[src/ccd_pkg.sv]
// Constants and types shared by the condition and opcode decode block.
// Assumes a single core clock domain with one asynchronous reset.
package ccd_pkg;

  // Special register addresses
  localparam logic [7:0] ADDR_MASK = 8'hfb;
  localparam logic [7:0] ADDR_FLAGS = 8'hfc;
  localparam logic [7:0] ADDR_GROUP_BASE = 8'hfd;

  // Flag bit positions inside the flags register
  localparam int FLAG_C = 7;
  localparam int FLAG_Z = 6;
  localparam int FLAG_S = 5;
  localparam int FLAG_V = 4;
  localparam int FLAG_D = 3;
  localparam int FLAG_H = 2;
  localparam logic [7:0] FLAGS_MASK = 8'hfc;
  localparam int MASK_EN_BIT = 7;

  // Values after reset
  localparam logic [7:0] FLAGS_RST = 8'h00;
  localparam logic [7:0] GROUP_BASE_RST = 8'h00;
  localparam logic [7:0] MASK_RST = 8'h00;
  localparam logic [15:0] SP_RST = 16'h0000;
  localparam logic [15:0] PC_RST = 16'h0000;

  // Stack pointer steps
  localparam logic [15:0] SP_CALL_DEC = 16'h0002;
  localparam logic [15:0] SP_POP_FLAGS = 16'h0001;
  localparam logic [15:0] SP_POP_PC = 16'h0002;

  // Full opcodes
  localparam logic [7:0] OP_WDEC_RR = 8'h80;
  localparam logic [7:0] OP_WDEC_IR = 8'h81;
  localparam logic [7:0] OP_MASK_ALL = 8'h8f;
  localparam logic [7:0] OP_UNMASK = 8'h9f;
  localparam logic [7:0] OP_INT_RETURN = 8'hbf;
  localparam logic [7:0] OP_RET = 8'haf;
  localparam logic [7:0] OP_CALL_DA = 8'hd6;
  localparam logic [7:0] OP_CALL_IRR = 8'hd4;
  localparam logic [7:0] OP_CCF = 8'hef;
  localparam logic [7:0] OP_RCF = 8'hcf;
  localparam logic [7:0] OP_SCF = 8'hdf;
  localparam logic [7:0] OP_IDLE = 8'hff;

  // Nibble-coded opcode groups
  localparam logic [3:0] HI_ADD = 4'h0;
  localparam logic [3:0] HI_ADC = 4'h1;
  localparam logic [3:0] HI_AND = 4'h5;
  localparam logic [3:0] HI_COMPARE = 4'ha;
  localparam logic [3:0] LO_ARITH_MIN = 4'h2;
  localparam logic [3:0] LO_ARITH_MAX = 4'h7;
  localparam logic [3:0] LO_LOOP = 4'ha;
  localparam logic [3:0] LO_JP = 4'hd;
  localparam logic [3:0] LO_JR = 4'hb;

  // Instruction lengths in bytes
  localparam logic [1:0] LEN_1 = 2'h1;
  localparam logic [1:0] LEN_2 = 2'h2;
  localparam logic [1:0] LEN_3 = 2'h3;

  // Condition codes
  localparam logic [3:0] CC_NEVER = 4'h0;
  localparam logic [3:0] CC_SIGNED_BELOW = 4'h1;
  localparam logic [3:0] CC_SIGNED_AT_MOST = 4'h2;
  localparam logic [3:0] CC_UNSIGNED_AT_MOST = 4'h3;
  localparam logic [3:0] CC_RANGE_EXCEEDED = 4'h4;
  localparam logic [3:0] CC_SIGN_SET = 4'h5;
  localparam logic [3:0] CC_OPERANDS_MATCH = 4'h6;
  localparam logic [3:0] CC_CARRY = 4'h7;
  localparam logic [3:0] CC_ALWAYS = 4'h8;
  localparam logic [3:0] CC_SIGNED_AT_LEAST = 4'h9;
  localparam logic [3:0] CC_SIGNED_ABOVE = 4'ha;
  localparam logic [3:0] CC_UNSIGNED_ABOVE = 4'hb;
  localparam logic [3:0] CC_RANGE_OK = 4'hc;
  localparam logic [3:0] CC_SIGN_CLEAR = 4'hd;
  localparam logic [3:0] CC_OPERANDS_DIFFER = 4'he;
  localparam logic [3:0] CC_NO_CARRY = 4'hf;

  typedef enum logic [0:0] {ST_IDLE, ST_RETURN_PC} ccd_state_e;

  typedef struct packed {
    ccd_state_e st;
    logic [7:0] flags;
    logic [7:0] group_base;
    logic [7:0] mask;
    logic [15:0] sp;
    logic [15:0] pc;
    logic pc_load;
    logic [7:0] res;
    logic res_wr;
    logic [15:0] word;
    logic word_wr;
    logic stk_wr;
    logic [15:0] stk_data;
    logic [7:0] rd_data;
    logic [1:0] len;
  } ccd_regs_s;

endpackage

[src/ccd_cond_if.sv]
// Carries a condition field and the flags to the evaluator and the verdict back.
// Assumes both ends sit in the core clock domain.
`timescale 1ns/1ns
interface ccd_cond_if;
  logic [3:0] code;
  logic [7:0] flags;
  logic cond_true;
  modport eval (input code, input flags, output cond_true);
  modport user (output code, output flags, input cond_true);
endinterface

[src/ccd_cond_eval.sv]
// Pure combinational evaluation of a 4-bit condition field against the flags.
// Assumes flags laid out as in the shared package.
`timescale 1ns/1ns
module ccd_cond_eval
  import ccd_pkg::*;
(
  ccd_cond_if.eval cif // Condition in, verdict out
);
  logic c;
  logic z;
  logic s;
  logic v;
  logic sxv;
  assign c = cif.flags[FLAG_C];
  assign z = cif.flags[FLAG_Z];
  assign s = cif.flags[FLAG_S];
  assign v = cif.flags[FLAG_V];
  assign sxv = s ^ v;

  always_comb begin
    case (cif.code)
      CC_ALWAYS: cif.cond_true = 1'b1;
      CC_NEVER: cif.cond_true = 1'b0;
      CC_CARRY: cif.cond_true = c;
      CC_NO_CARRY: cif.cond_true = ~c;
      CC_OPERANDS_MATCH: cif.cond_true = z;
      CC_OPERANDS_DIFFER: cif.cond_true = ~z;
      CC_SIGN_CLEAR: cif.cond_true = ~s;
      CC_SIGN_SET: cif.cond_true = s;
      CC_RANGE_EXCEEDED: cif.cond_true = v;
      CC_RANGE_OK: cif.cond_true = ~v;
      CC_SIGNED_AT_LEAST: cif.cond_true = ~sxv;
      CC_SIGNED_BELOW: cif.cond_true = sxv;
      CC_SIGNED_ABOVE: cif.cond_true = ~(z | sxv);
      CC_SIGNED_AT_MOST: cif.cond_true = z | sxv;
      CC_UNSIGNED_ABOVE: cif.cond_true = ~c & ~z;
      CC_UNSIGNED_AT_MOST: cif.cond_true = c | z;
      default: cif.cond_true = 1'b0;
    endcase
  end
endmodule

[src/ccd_core.sv]
// Opcode decode, flag update and control-register core for an 8-bit CPU.
// Assumes operands, targets and stack data are presented with the opcode, and the interrupt return PC one cycle later.
`timescale 1ns/1ns
module ccd_core
  import ccd_pkg::*;
(
  input wire logic clk_sys, // Core clock
  input wire logic arst_n, // Async reset, active low
  input wire logic op_valid, // Opcode byte present
  input wire logic [7:0] op_byte, // Opcode from program memory
  output logic op_ready, // Block can take an opcode
  input wire logic [7:0] dst_val, // Destination operand
  input wire logic [7:0] src_val, // Source operand
  input wire logic [15:0] word_val, // Register pair operand
  input wire logic [7:0] disp, // Relative displacement
  input wire logic [15:0] target_addr, // Jump or call target
  input wire logic [15:0] next_pc, // Address after this instruction
  input wire logic [15:0] stack_rd_data, // Data at stack_addr
  input wire logic reg_wr_en, // Register file write
  input wire logic [7:0] reg_wr_addr, // Register file write address
  input wire logic [7:0] reg_wr_data, // Register file write data
  input wire logic [7:0] reg_rd_addr, // Register file read address
  output logic [7:0] reg_rd_data, // Read data, one cycle later
  output logic [7:0] result_data, // Byte result for destination
  output logic result_wr, // Byte result strobe
  output logic [15:0] word_result, // Pair result
  output logic word_wr, // Pair result strobe
  output logic [15:0] pc_out, // Program counter
  output logic pc_load, // Program counter changed
  output logic [15:0] stack_addr, // Stack pointer
  output logic stack_wr, // Stack write strobe
  output logic [15:0] stack_wr_data, // Stack write data
  output logic [7:0] flags_out, // Flags register
  output logic [7:0] working_group_base, // Working group base
  output logic [7:0] interrupt_mask, // Interrupt mask register
  output logic [1:0] op_len // Length of last opcode
);
  ccd_regs_s r_reg;
  ccd_regs_s r_next;
  ccd_cond_if cif ();

  logic [3:0] hi;
  logic [3:0] lo;
  logic take;
  logic is_arith;
  logic is_add;
  logic is_adc;
  logic is_and;
  logic is_compare;
  logic is_wdec;
  logic is_call;
  logic is_loop;
  logic is_jp;
  logic is_jr;
  logic cin;
  logic [8:0] sum9;
  logic [4:0] half5;
  logic [8:0] diff9;
  logic [7:0] and8;
  logic [15:0] wdec;
  logic [7:0] ldec;
  logic [15:0] rel_pc;

  assign hi = op_byte[7:4];
  assign lo = op_byte[3:0];
  assign take = op_valid && (r_reg.st == ST_IDLE);
  assign is_arith = (lo >= LO_ARITH_MIN) && (lo <= LO_ARITH_MAX);
  assign is_add = is_arith && (hi == HI_ADD);
  assign is_adc = is_arith && (hi == HI_ADC);
  assign is_and = is_arith && (hi == HI_AND);
  assign is_compare = is_arith && (hi == HI_COMPARE);
  assign is_wdec = (op_byte == OP_WDEC_RR) || (op_byte == OP_WDEC_IR);
  assign is_call = (op_byte == OP_CALL_DA) || (op_byte == OP_CALL_IRR);
  assign is_loop = (lo == LO_LOOP) && !is_compare;
  assign is_jp = (lo == LO_JP);
  assign is_jr = (lo == LO_JR);

  assign cin = is_adc & r_reg.flags[FLAG_C];
  assign sum9 = {1'b0, dst_val} + {1'b0, src_val} + {8'h00, cin};
  assign half5 = {1'b0, dst_val[3:0]} + {1'b0, src_val[3:0]} + {4'h0, cin};
  assign diff9 = {1'b0, dst_val} - {1'b0, src_val};
  assign and8 = dst_val & src_val;
  assign wdec = word_val - 16'h0001;
  assign ldec = dst_val - 8'h01;
  assign rel_pc = next_pc + {{8{disp[7]}}, disp};

  // Upper nibble is the condition field for the conditional jumps
  assign cif.code = hi;
  assign cif.flags = r_reg.flags;

  ccd_cond_eval u_cond (
    .cif(cif)
  );

  always_comb begin
    r_next = r_reg;
    r_next.pc_load = 1'b0;
    r_next.res_wr = 1'b0;
    r_next.word_wr = 1'b0;
    r_next.stk_wr = 1'b0;
    case (reg_rd_addr)
      ADDR_FLAGS: r_next.rd_data = r_reg.flags & FLAGS_MASK;
      ADDR_GROUP_BASE: r_next.rd_data = r_reg.group_base;
      ADDR_MASK: r_next.rd_data = r_reg.mask;
      default: r_next.rd_data = 8'h00;
    endcase
    // Software writes first, so a same-cycle instruction effect wins
    if (reg_wr_en) begin
      case (reg_wr_addr)
        ADDR_FLAGS: r_next.flags = reg_wr_data & FLAGS_MASK;
        ADDR_GROUP_BASE: r_next.group_base = reg_wr_data;
        ADDR_MASK: r_next.mask = reg_wr_data;
        default: r_next.mask = r_next.mask;
      endcase
    end
    case (r_reg.st)
      ST_RETURN_PC: begin
        r_next.pc = stack_rd_data;
        r_next.sp = r_reg.sp + SP_POP_PC;
        r_next.pc_load = 1'b1;
        r_next.mask[MASK_EN_BIT] = 1'b1;
        r_next.st = ST_IDLE;
      end
      default: begin
        if (take) begin
          r_next.len = LEN_2;
          if (is_add || is_adc) begin
            r_next.res = sum9[7:0];
            r_next.res_wr = 1'b1;
            r_next.flags[FLAG_C] = sum9[8];
            r_next.flags[FLAG_Z] = (sum9[7:0] == 8'h00);
            r_next.flags[FLAG_S] = sum9[7];
            r_next.flags[FLAG_V] = (dst_val[7] == src_val[7]) && (sum9[7] != dst_val[7]);
            r_next.flags[FLAG_D] = 1'b0;
            r_next.flags[FLAG_H] = half5[4];
          end else if (is_and) begin
            r_next.res = and8;
            r_next.res_wr = 1'b1;
            r_next.flags[FLAG_Z] = (and8 == 8'h00);
            r_next.flags[FLAG_S] = and8[7];
            r_next.flags[FLAG_V] = 1'b0;
          end else if (is_compare) begin
            // Result is discarded; D and H are left alone
            r_next.flags[FLAG_C] = diff9[8];
            r_next.flags[FLAG_Z] = (diff9[7:0] == 8'h00);
            r_next.flags[FLAG_S] = diff9[7];
            r_next.flags[FLAG_V] = (dst_val[7] != src_val[7]) && (diff9[7] != dst_val[7]);
          end else if (is_wdec) begin
            r_next.word = wdec;
            r_next.word_wr = 1'b1;
            r_next.flags[FLAG_Z] = (wdec == 16'h0000);
            r_next.flags[FLAG_S] = wdec[15];
            r_next.flags[FLAG_V] = (word_val == 16'h8000);
          end else if (is_call) begin
            r_next.sp = r_reg.sp - SP_CALL_DEC;
            r_next.stk_wr = 1'b1;
            r_next.stk_data = next_pc;
            r_next.pc = target_addr;
            r_next.pc_load = 1'b1;
            r_next.len = (op_byte == OP_CALL_DA) ? LEN_3 : LEN_2;
          end else if (op_byte == OP_MASK_ALL) begin
            r_next.mask[MASK_EN_BIT] = 1'b0;
            r_next.len = LEN_1;
          end else if (op_byte == OP_UNMASK) begin
            r_next.mask[MASK_EN_BIT] = 1'b1;
            r_next.len = LEN_1;
          end else if (op_byte == OP_INT_RETURN) begin
            r_next.flags = stack_rd_data[7:0] & FLAGS_MASK;
            r_next.sp = r_reg.sp + SP_POP_FLAGS;
            r_next.st = ST_RETURN_PC;
            r_next.len = LEN_1;
          end else if (op_byte == OP_RET) begin
            r_next.pc = stack_rd_data;
            r_next.sp = r_reg.sp + SP_POP_PC;
            r_next.pc_load = 1'b1;
            r_next.len = LEN_1;
          end else if (op_byte == OP_CCF) begin
            r_next.flags[FLAG_C] = ~r_reg.flags[FLAG_C];
            r_next.len = LEN_1;
          end else if (op_byte == OP_RCF) begin
            r_next.flags[FLAG_C] = 1'b0;
            r_next.len = LEN_1;
          end else if (op_byte == OP_SCF) begin
            r_next.flags[FLAG_C] = 1'b1;
            r_next.len = LEN_1;
          end else if (op_byte == OP_IDLE) begin
            r_next.len = LEN_1;
          end else if (is_loop) begin
            r_next.res = ldec;
            r_next.res_wr = 1'b1;
            if (ldec != 8'h00) begin
              r_next.pc = rel_pc;
              r_next.pc_load = 1'b1;
            end
          end else if (is_jp) begin
            r_next.len = LEN_3;
            if (cif.cond_true) begin
              r_next.pc = target_addr;
              r_next.pc_load = 1'b1;
            end
          end else if (is_jr) begin
            if (cif.cond_true) begin
              r_next.pc = rel_pc;
              r_next.pc_load = 1'b1;
            end
          end
        end
      end
    endcase
  end

  always_ff @(posedge clk_sys or negedge arst_n) begin
    if (!arst_n) begin
      r_reg <= '{st: ST_IDLE, flags: FLAGS_RST, group_base: GROUP_BASE_RST, mask: MASK_RST,
                 sp: SP_RST, pc: PC_RST, pc_load: 1'b0, res: 8'h00, res_wr: 1'b0,
                 word: 16'h0000, word_wr: 1'b0, stk_wr: 1'b0, stk_data: 16'h0000,
                 rd_data: 8'h00, len: LEN_1};
    end else begin
      r_reg <= r_next;
    end
  end

  assign op_ready = (r_reg.st == ST_IDLE);
  assign reg_rd_data = r_reg.rd_data;
  assign result_data = r_reg.res;
  assign result_wr = r_reg.res_wr;
  assign word_result = r_reg.word;
  assign word_wr = r_reg.word_wr;
  assign pc_out = r_reg.pc;
  assign pc_load = r_reg.pc_load;
  assign stack_addr = r_reg.sp;
  assign stack_wr = r_reg.stk_wr;
  assign stack_wr_data = r_reg.stk_data;
  assign flags_out = r_reg.flags;
  assign working_group_base = r_reg.group_base;
  assign interrupt_mask = r_reg.mask;
  assign op_len = r_reg.len;

  property p_cc_fixed;
    @(posedge clk_sys) disable iff (!arst_n)
    (cif.code == CC_ALWAYS |-> cif.cond_true) and (cif.code == CC_NEVER |-> !cif.cond_true);
  endproperty
  a_cc_fixed: assert property (p_cc_fixed) else $error("fixed condition code wrong");

  property p_jp_taken;
    @(posedge clk_sys) disable iff (!arst_n)
    take && is_jp && (hi == CC_CARRY) && r_reg.flags[FLAG_C]
      |=> pc_load && pc_out == $past(target_addr);
  endproperty
  a_jp_taken: assert property (p_jp_taken) else $error("carry jump not taken");

  property p_signed_below;
    @(posedge clk_sys) disable iff (!arst_n)
    take && is_jr && (hi == CC_SIGNED_BELOW) && !(r_reg.flags[FLAG_S] ^ r_reg.flags[FLAG_V])
      |=> !pc_load;
  endproperty
  a_signed_below: assert property (p_signed_below) else $error("signed below misjudged");

  property p_add;
    @(posedge clk_sys) disable iff (!arst_n)
    take && is_add |=> result_wr && !flags_out[FLAG_D] && flags_out[FLAG_C] == $past(sum9[8]);
  endproperty
  a_add: assert property (p_add) else $error("add result or flags wrong");

  property p_and;
    @(posedge clk_sys) disable iff (!arst_n)
    take && is_and && !reg_wr_en |=> !flags_out[FLAG_V] && $stable(flags_out[FLAG_C]);
  endproperty
  a_and: assert property (p_and) else $error("and flags wrong");

  property p_call;
    @(posedge clk_sys) disable iff (!arst_n)
    take && is_call |=> stack_wr && stack_addr == $past(stack_addr) - SP_CALL_DEC
      && stack_wr_data == $past(next_pc) ##1 (!stack_wr || $past(take && is_call));
  endproperty
  a_call: assert property (p_call) else $error("call stack push wrong");

  property p_compare;
    @(posedge clk_sys) disable iff (!arst_n)
    take && is_compare && !reg_wr_en |=> !result_wr && $stable(flags_out[FLAG_D])
      && $stable(flags_out[FLAG_H]);
  endproperty
  a_compare: assert property (p_compare) else $error("compare touched result or D/H");

  property p_wdec;
    @(posedge clk_sys) disable iff (!arst_n)
    take && is_wdec && !reg_wr_en |=> word_wr && $stable(flags_out[FLAG_C]);
  endproperty
  a_wdec: assert property (p_wdec) else $error("word decrement wrong");

  property p_mask_ops;
    @(posedge clk_sys) disable iff (!arst_n)
    take && (op_byte == OP_MASK_ALL) |=> !interrupt_mask[MASK_EN_BIT] && op_len == LEN_1;
  endproperty
  a_mask_ops: assert property (p_mask_ops) else $error("disable op did not clear mask");

  property p_loop;
    @(posedge clk_sys) disable iff (!arst_n)
    take && is_loop && (dst_val == 8'h01) |=> result_wr && result_data == 8'h00 && !pc_load;
  endproperty
  a_loop: assert property (p_loop) else $error("loop branched on zero");

  property p_int_return;
    @(posedge clk_sys) disable iff (!arst_n)
    take && (op_byte == OP_INT_RETURN) |=> !op_ready ##1 op_ready && pc_load
      && interrupt_mask[MASK_EN_BIT];
  endproperty
  a_int_return: assert property (p_int_return) else $error("interrupt return sequence wrong");
endmodule

[config.mk]
export PLATFORM = sky130hd
export DESIGN_NAME = ccd_core
export DESIGN_NICKNAME = d
export VERILOG_FILES = /design/src/ccd_pkg.sv /design/src/ccd_cond_if.sv /design/src/ccd_cond_eval.sv /design/src/ccd_core.sv
export SDC_FILE = /design/constraint.sdc
export NUM_CORES = 1
export LEC_CHECK = 0
export ABC_AREA = 1
export ABC_CLOCK_PERIOD_IN_PS = 3400
export BUFFER_PORTS_ARGS = -buffer_cell sky130_fd_sc_hd__buf_4
export CORE_MARGIN = 10
export CORE_UTILIZATION = 40
export DETAILED_ROUTE_END_ITERATION = 10
export MAX_ROUTING_LAYER = met4
export PLACE_DENSITY = 0.67
export RECOVER_POWER = 25
export SYNTH_ARGS = -nofsm -noshare
export SYNTH_HDL_FRONTEND = slang
export SYNTH_SLANG_ARGS = --single-unit
[constraint.sdc]
create_clock -name clk_sys -period 3.4 [get_ports clk_sys]
set_clock_uncertainty 0.15 [all_clocks]
set_input_delay 0.68 -clock clk_sys [delete_from_list [all_inputs] [get_ports clk_sys]]
set_output_delay 0.68 -clock clk_sys [all_outputs]
set_load 0.005 [all_outputs]
-- Word level (Yosys, flattened, before mapping)
Cells that the tools add are included.
- input port bits: 124
- word-level logic and storage cells: 255
- output and inout port bits: 111
- bits in registers: 111
- mux-type cells: 112
- reductions and logical operators: 30
- bitwise logic cells: 17
- $lt $le $gt $ge: 2
- equality and inequality tests: 67
- add/sub/neg operators: 11
- operators by type and width (cell ; number):
    $mux 26 ; 16
    $mux 17 ; 10
    $mux 76 ; 2
    $eq 8x8->1 const B ; 18
    $mux 9 ; 15
    $mux 33 ; 4
    $mux 42 ; 3
    $mux 34 ; 2
    $eq 4x4->1 const B ; 11
    $mux 2 ; 21
    $mux 35 ; 1
    $mux 16 ; 2
    $mux 8 ; 4
    $logic_not 8->1 ; 3
    $mux 24 ; 1
    $pmux 8 s3 ; 1
    $mux 1 ; 21
    $ne 3x3->1 const B ; 7
    $ne 5x5->1 const B ; 4
    $add 16x1->16 const B ; 1
    $add 16x16->16 ; 1
    $add 16x2->16 const B ; 1
    $eq 16x16->1 const B ; 1
    $eq 4x3->1 const B ; 4
    other kinds (45) ; 85

-- Logic depth before layout (Yosys ltp)
- word-level depth: 34
- mapped depth: 19
- gate-level depth less buffers: 19

-- Modules after synthesis
Synthesis repeated with hierarchy kept, for this count alone.
- cell total of the unflattened synthesis: 1494
- area total of the unflattened synthesis: 9925.8 µm²
- modules (own cells, without submodules) (module ; cells each ; times used ; sequential area each (µm²) ; area an instance (µm²)):
    ccd_core ; 1433 ; 1 ; 2778.9 ; 9678.0
    ccd_cond_eval ; 61 ; 1 ; 0.0 ; 247.7

-- Worst setup path after synthesis
OpenSTA, ideal clock, no wires.
- path kind: input to register
- start: input port op_byte[1]
- end: register r_reg, in the netlist flags_out[6]
- setup slack: 0.478 ns
- path buffers: 0
- stages on the path: 16
- setup time: 0.077 ns
- arrival time: 2.695 ns
- data required time: 3.173 ns
- path through: o21ai_4 > nor3_1 > fa_1 > fa_1 > nand2_1 > nand2_1 > nand2_1 > nand2_1 > nand2_1 > a22oi_1 > xor2_1 > nor2_1 > nand3_1 > nand2_1 > inv_1 > a21oi_1
- RTL lines (item ; RTL line ; text):
    start: declaration ; ccd_core.sv:10 ; input wire logic [7:0] op_byte,
    end signal: assignment ; ccd_core.sv:214 ; r_reg <= '{st: ST_IDLE, flags: FLAGS_RST, group_base: GROUP_BASE_RST, mask: MASK_RST,
    end signal: assignment ; ccd_core.sv:219 ; r_reg <= r_next;
    end: declaration ; ccd_core.sv:38 ; ccd_regs_s r_reg;

==> impl_results.md <==
* Post-CTS sizing at 0
* Crit-path cells: inv_1, nor3_1, buf_4, fa_1, fa_1, nand2_1, nand2_1, nand2_1, nand2_1, buf_4, inv_1, nand2_1, nand2_1, nand2_1, nor3_1, nand3_1, nand2_1, inv_1, a21oi_1
* Root Buffer: clkbuf_16
* Setup crit end kind: register
* Crit path time final at 3060 ps
* # DRC at 0
* Delay-heaviest family, CP: simple AND/OR/NAND/NOR gates
* Crit share post-route at 90.1%
* Peak Freq at 326 MHz
* I/O pins at 235
* Fin. Hold Viols at 0
* Unrepaired setup endpoints after global routing: no
* Placed cell count at 1,945
* Maxcap violations at 1
* Reg area at 2780 µm²
* Static Leakage at 6.16 nW
* Setup TNS Final at 0 ps
* Synth warnings at 0
* Reg2reg setup slack at 340 ps
* Vias per cell at 5.15
* Area after DPL at 11,300 µm²
* Hold-critical path endpoint: stack_wr_data[0]$_DFFE_PN0P_
* Port bufs at 234
* Clock transition at the registers of the reported paths at 80 ps
* Maximum root-to-sink buffer count at 2
* Layout area overhead at 17.6%
* Worst reg2reg startpoint: flags_out[7]$_DFF_PN0_
* CP most frequent cell: nand2_1
* Min-Delay Path Class: reg2reg
* Syn avg cell area at 6.64 µm²
* First-pass GRT wire length at 54.6 mm
* Crit-path max FO at 6
* Die W at 177 µm
* Hold Path Depth at 2
* P per Cell Area at 384 nW/µm²
* Max stage delay on crit path at 440 ps
* Final Setup Violations at 0
* Drt pass-1 iters at 6
* Routed wire per std cell at 17.7 µm
* Netlist cell types at 57
* Mapped Cells at 1,490
* Hold path startpoint: stack_wr_data[0]$_DFFE_PN0P_
* Area of the multi-input gates at 5470 µm²
* Initial Util at 40.7%
* GR Util met3 at 2.60%
* Share of the yosys chip area belonging to registers at 28.1%
* Tightest Pin Transition at 2050 ps
* Insertion delay of the later-clocked pin in the worst-skew pair at 370 ps
* DR vias at 10,099
* Startpoint types: register
* Die H at 177 µm
* CTS H-tree lvls at 3
* Met1 usage at 28.9%
* Clk sink count at 111
* Commonest non-fill, non-tap cell in the layout: nand2_1
* #FFs+latches synth at 111
* Slowest cell on crit path: dfrtp_1
* CP Data Required Time at 3550 ps
* Synthesized cell area at 9890 µm²
* Antenna Violating Nets Remaining at 0
* Share of cells above drive strength 1 at 19.7%
* CTS tree: yes
* Final Cell Area at 11,600 µm²
* Remaining Overflow, GRT at 0
* Floorplan row count at 57
* Post-CTS Setup Bufs at 0
* Hold buffer count at CTS at 0
* Violated checks: max-capacitance violations, max-slew violations
* Setup CP Type: reg2reg
* Most frequent cells in the layout: 402 x nand2_1, 264 x buf_4, 169 x inv_1, 152 x nor2_1, 110 x dfrtp_1
* CP arrival at 3210 ps
* Starting DRC count in detailed routing at 805
* GR peak layer: met2
* Die area at 31,400 µm²
* GPL Wtd Cong at 0.938
* TritonCTS buffer count at 9
* Syn Nets at 1,655
* Number of global-route vias before repair at 9,918
* GRT Overall Usage at 22.4%
* Fin cells at 1,962
* Slew Limit Fails at 34
* Grt met2 use at 36.0%
* Hpwl dp at 27.7 mm
* Fillers at 2,554
* Initial antenna violation count at 1
* Outcome: finished with violations
* CP Buf/Inv Count at 5
* Worst R2R Path Depth at 19
* Core Region at 24,300 µm²
* Final nets at 1,797
* R2R Path End: flags_out[6]$_DFF_PN0_
* Largest net degree at the start of global routing at 46
* Rel. slew slack at -36.5%
* Peak supply drop at 0.000258 V
* Final wirelength at 34.7 mm
-- tightest hold or removal path: stages (launching register included) --
cell     delay (ps)
dfrtp_1         350
nand2_1          50
nand2_1          40
-- kinds of logic after synthesis --
family	Yosys count	share of synthesized area (%)
muxes	1	0.114
xor gates and xnor gates	37	3.28
AOI/OAI and AO/OA	239	14.0
adders and majority gates	41	5.42
and+or+nand+nor	746	32.4
DFF	111	28.1
buffers and inverters	315	16.6
-- worst max-delay path by stage --
| stage | from | depth (start not counted) | to |
|---|---|---|---|
| floorplan | op_byte[1] | 16 | flags_out[6]$_DFF_PN0_ |
| global placement | op_byte[4] | 22 | flags_out[6]$_DFF_PN0_ |
| detailed placement | op_byte[4] | 22 | flags_out[6]$_DFF_PN0_ |
| CTS | flags_out[7]$_DFF_PN0_ | 19 | flags_out[6]$_DFF_PN0_ |
| global route | flags_out[7]$_DFF_PN0_ | 19 | flags_out[6]$_DFF_PN0_ |
| finish | flags_out[7]$_DFF_PN0_ | 19 | flags_out[6]$_DFF_PN0_ |
-- power breakdown --
group | total (mW) | internal (mW) | switching (mW)
Clock | 1.09 | 0.516 | 0.578
Sequential | 1.74 | 1.52 | 0.222
Combinational | 1.62 | 0.724 | 0.900
-- cell usage after synthesis (all sizes together) --
master / count / area [µm²]
buf: 121 / 895
o211ai: 12 / 90.1
o22ai: 13 / 81.3
xor2: 23 / 201
a31oi: 12 / 75.1
nand2: 408 / 1550
a221oi: 1 / 8.76
a32oi: 1 / 8.76
o221ai: 2 / 17.5
o22a: 2 / 17.5
a22oi: 12 / 90.1
dfstp: 1 / 26.3
o21ai: 101 / 528
or2: 4 / 25.0
o2111ai: 3 / 26.3
nor3: 22 / 143
nor3b: 1 / 7.51
xnor2: 14 / 123
o311ai: 1 / 8.76
fa: 3 / 60.1
nor2: 161 / 647
nand3: 111 / 566
mux2: 1 / 11.3
a21oi: 65 / 329
a21o: 1 / 7.51
o21bai: 6 / 45.0
a211oi: 1 / 7.51
a22o: 2 / 17.5
o31ai: 2 / 15.0
a21boi: 1 / 7.51
ha: 38 / 475
dfrtp: 110 / 2750
clkbuf: 17 / 83.8
nor4: 6 / 37.5
nand3b: 6 / 45.0
inv: 176 / 661
nand4: 27 / 184
clkinv: 1 / 3.75
o21a: 1 / 7.51
-- through the flow --
| step | util [%] | power, mW | worst slack [ps] | hold slack [ps] |
|---|---|---|---|---|
| 6_report | 47.8 | 4.46 | 337 | 327 |
| 2_1_floorplan | - | 2.82 | 478 | 234 |
| 5_1_grt | 47.8 | 4.77 | 54.0 | 351 |
| 3_3_place_gp | 46.7 | 3.37 | 125 | 307 |
| 4_1_cts | 47.8 | 4.49 | 360 | 126 |
| 3_5_place_dp | 46.7 | 3.38 | 59.9 | 310 |
-- layout make-up --
class	instances	area share [%]
Sequential cell	111	23.9
Inverter	177	5.71
Multi-Input combinational cell	1064	47.0
Tap cell	324	3.49
Antenna cell	1	0.0215
Timing Repair Buffer	269	17.4
Clock buffer	9	1.94
Clock inverter	7	0.559
-- layer usage --
metal / part of all wire (%) / up-vias / routed length, µm
met3: 6.1 / 42 / 2110
met5: 0 / - / 0
met2: 47 / 352 / 16300
met1: 45 / 4682 / 15500
li1: - / 5023 / -
met4: 2.0 / 0 / 704
Note: power is estimated with default switching activity, not from simulation.
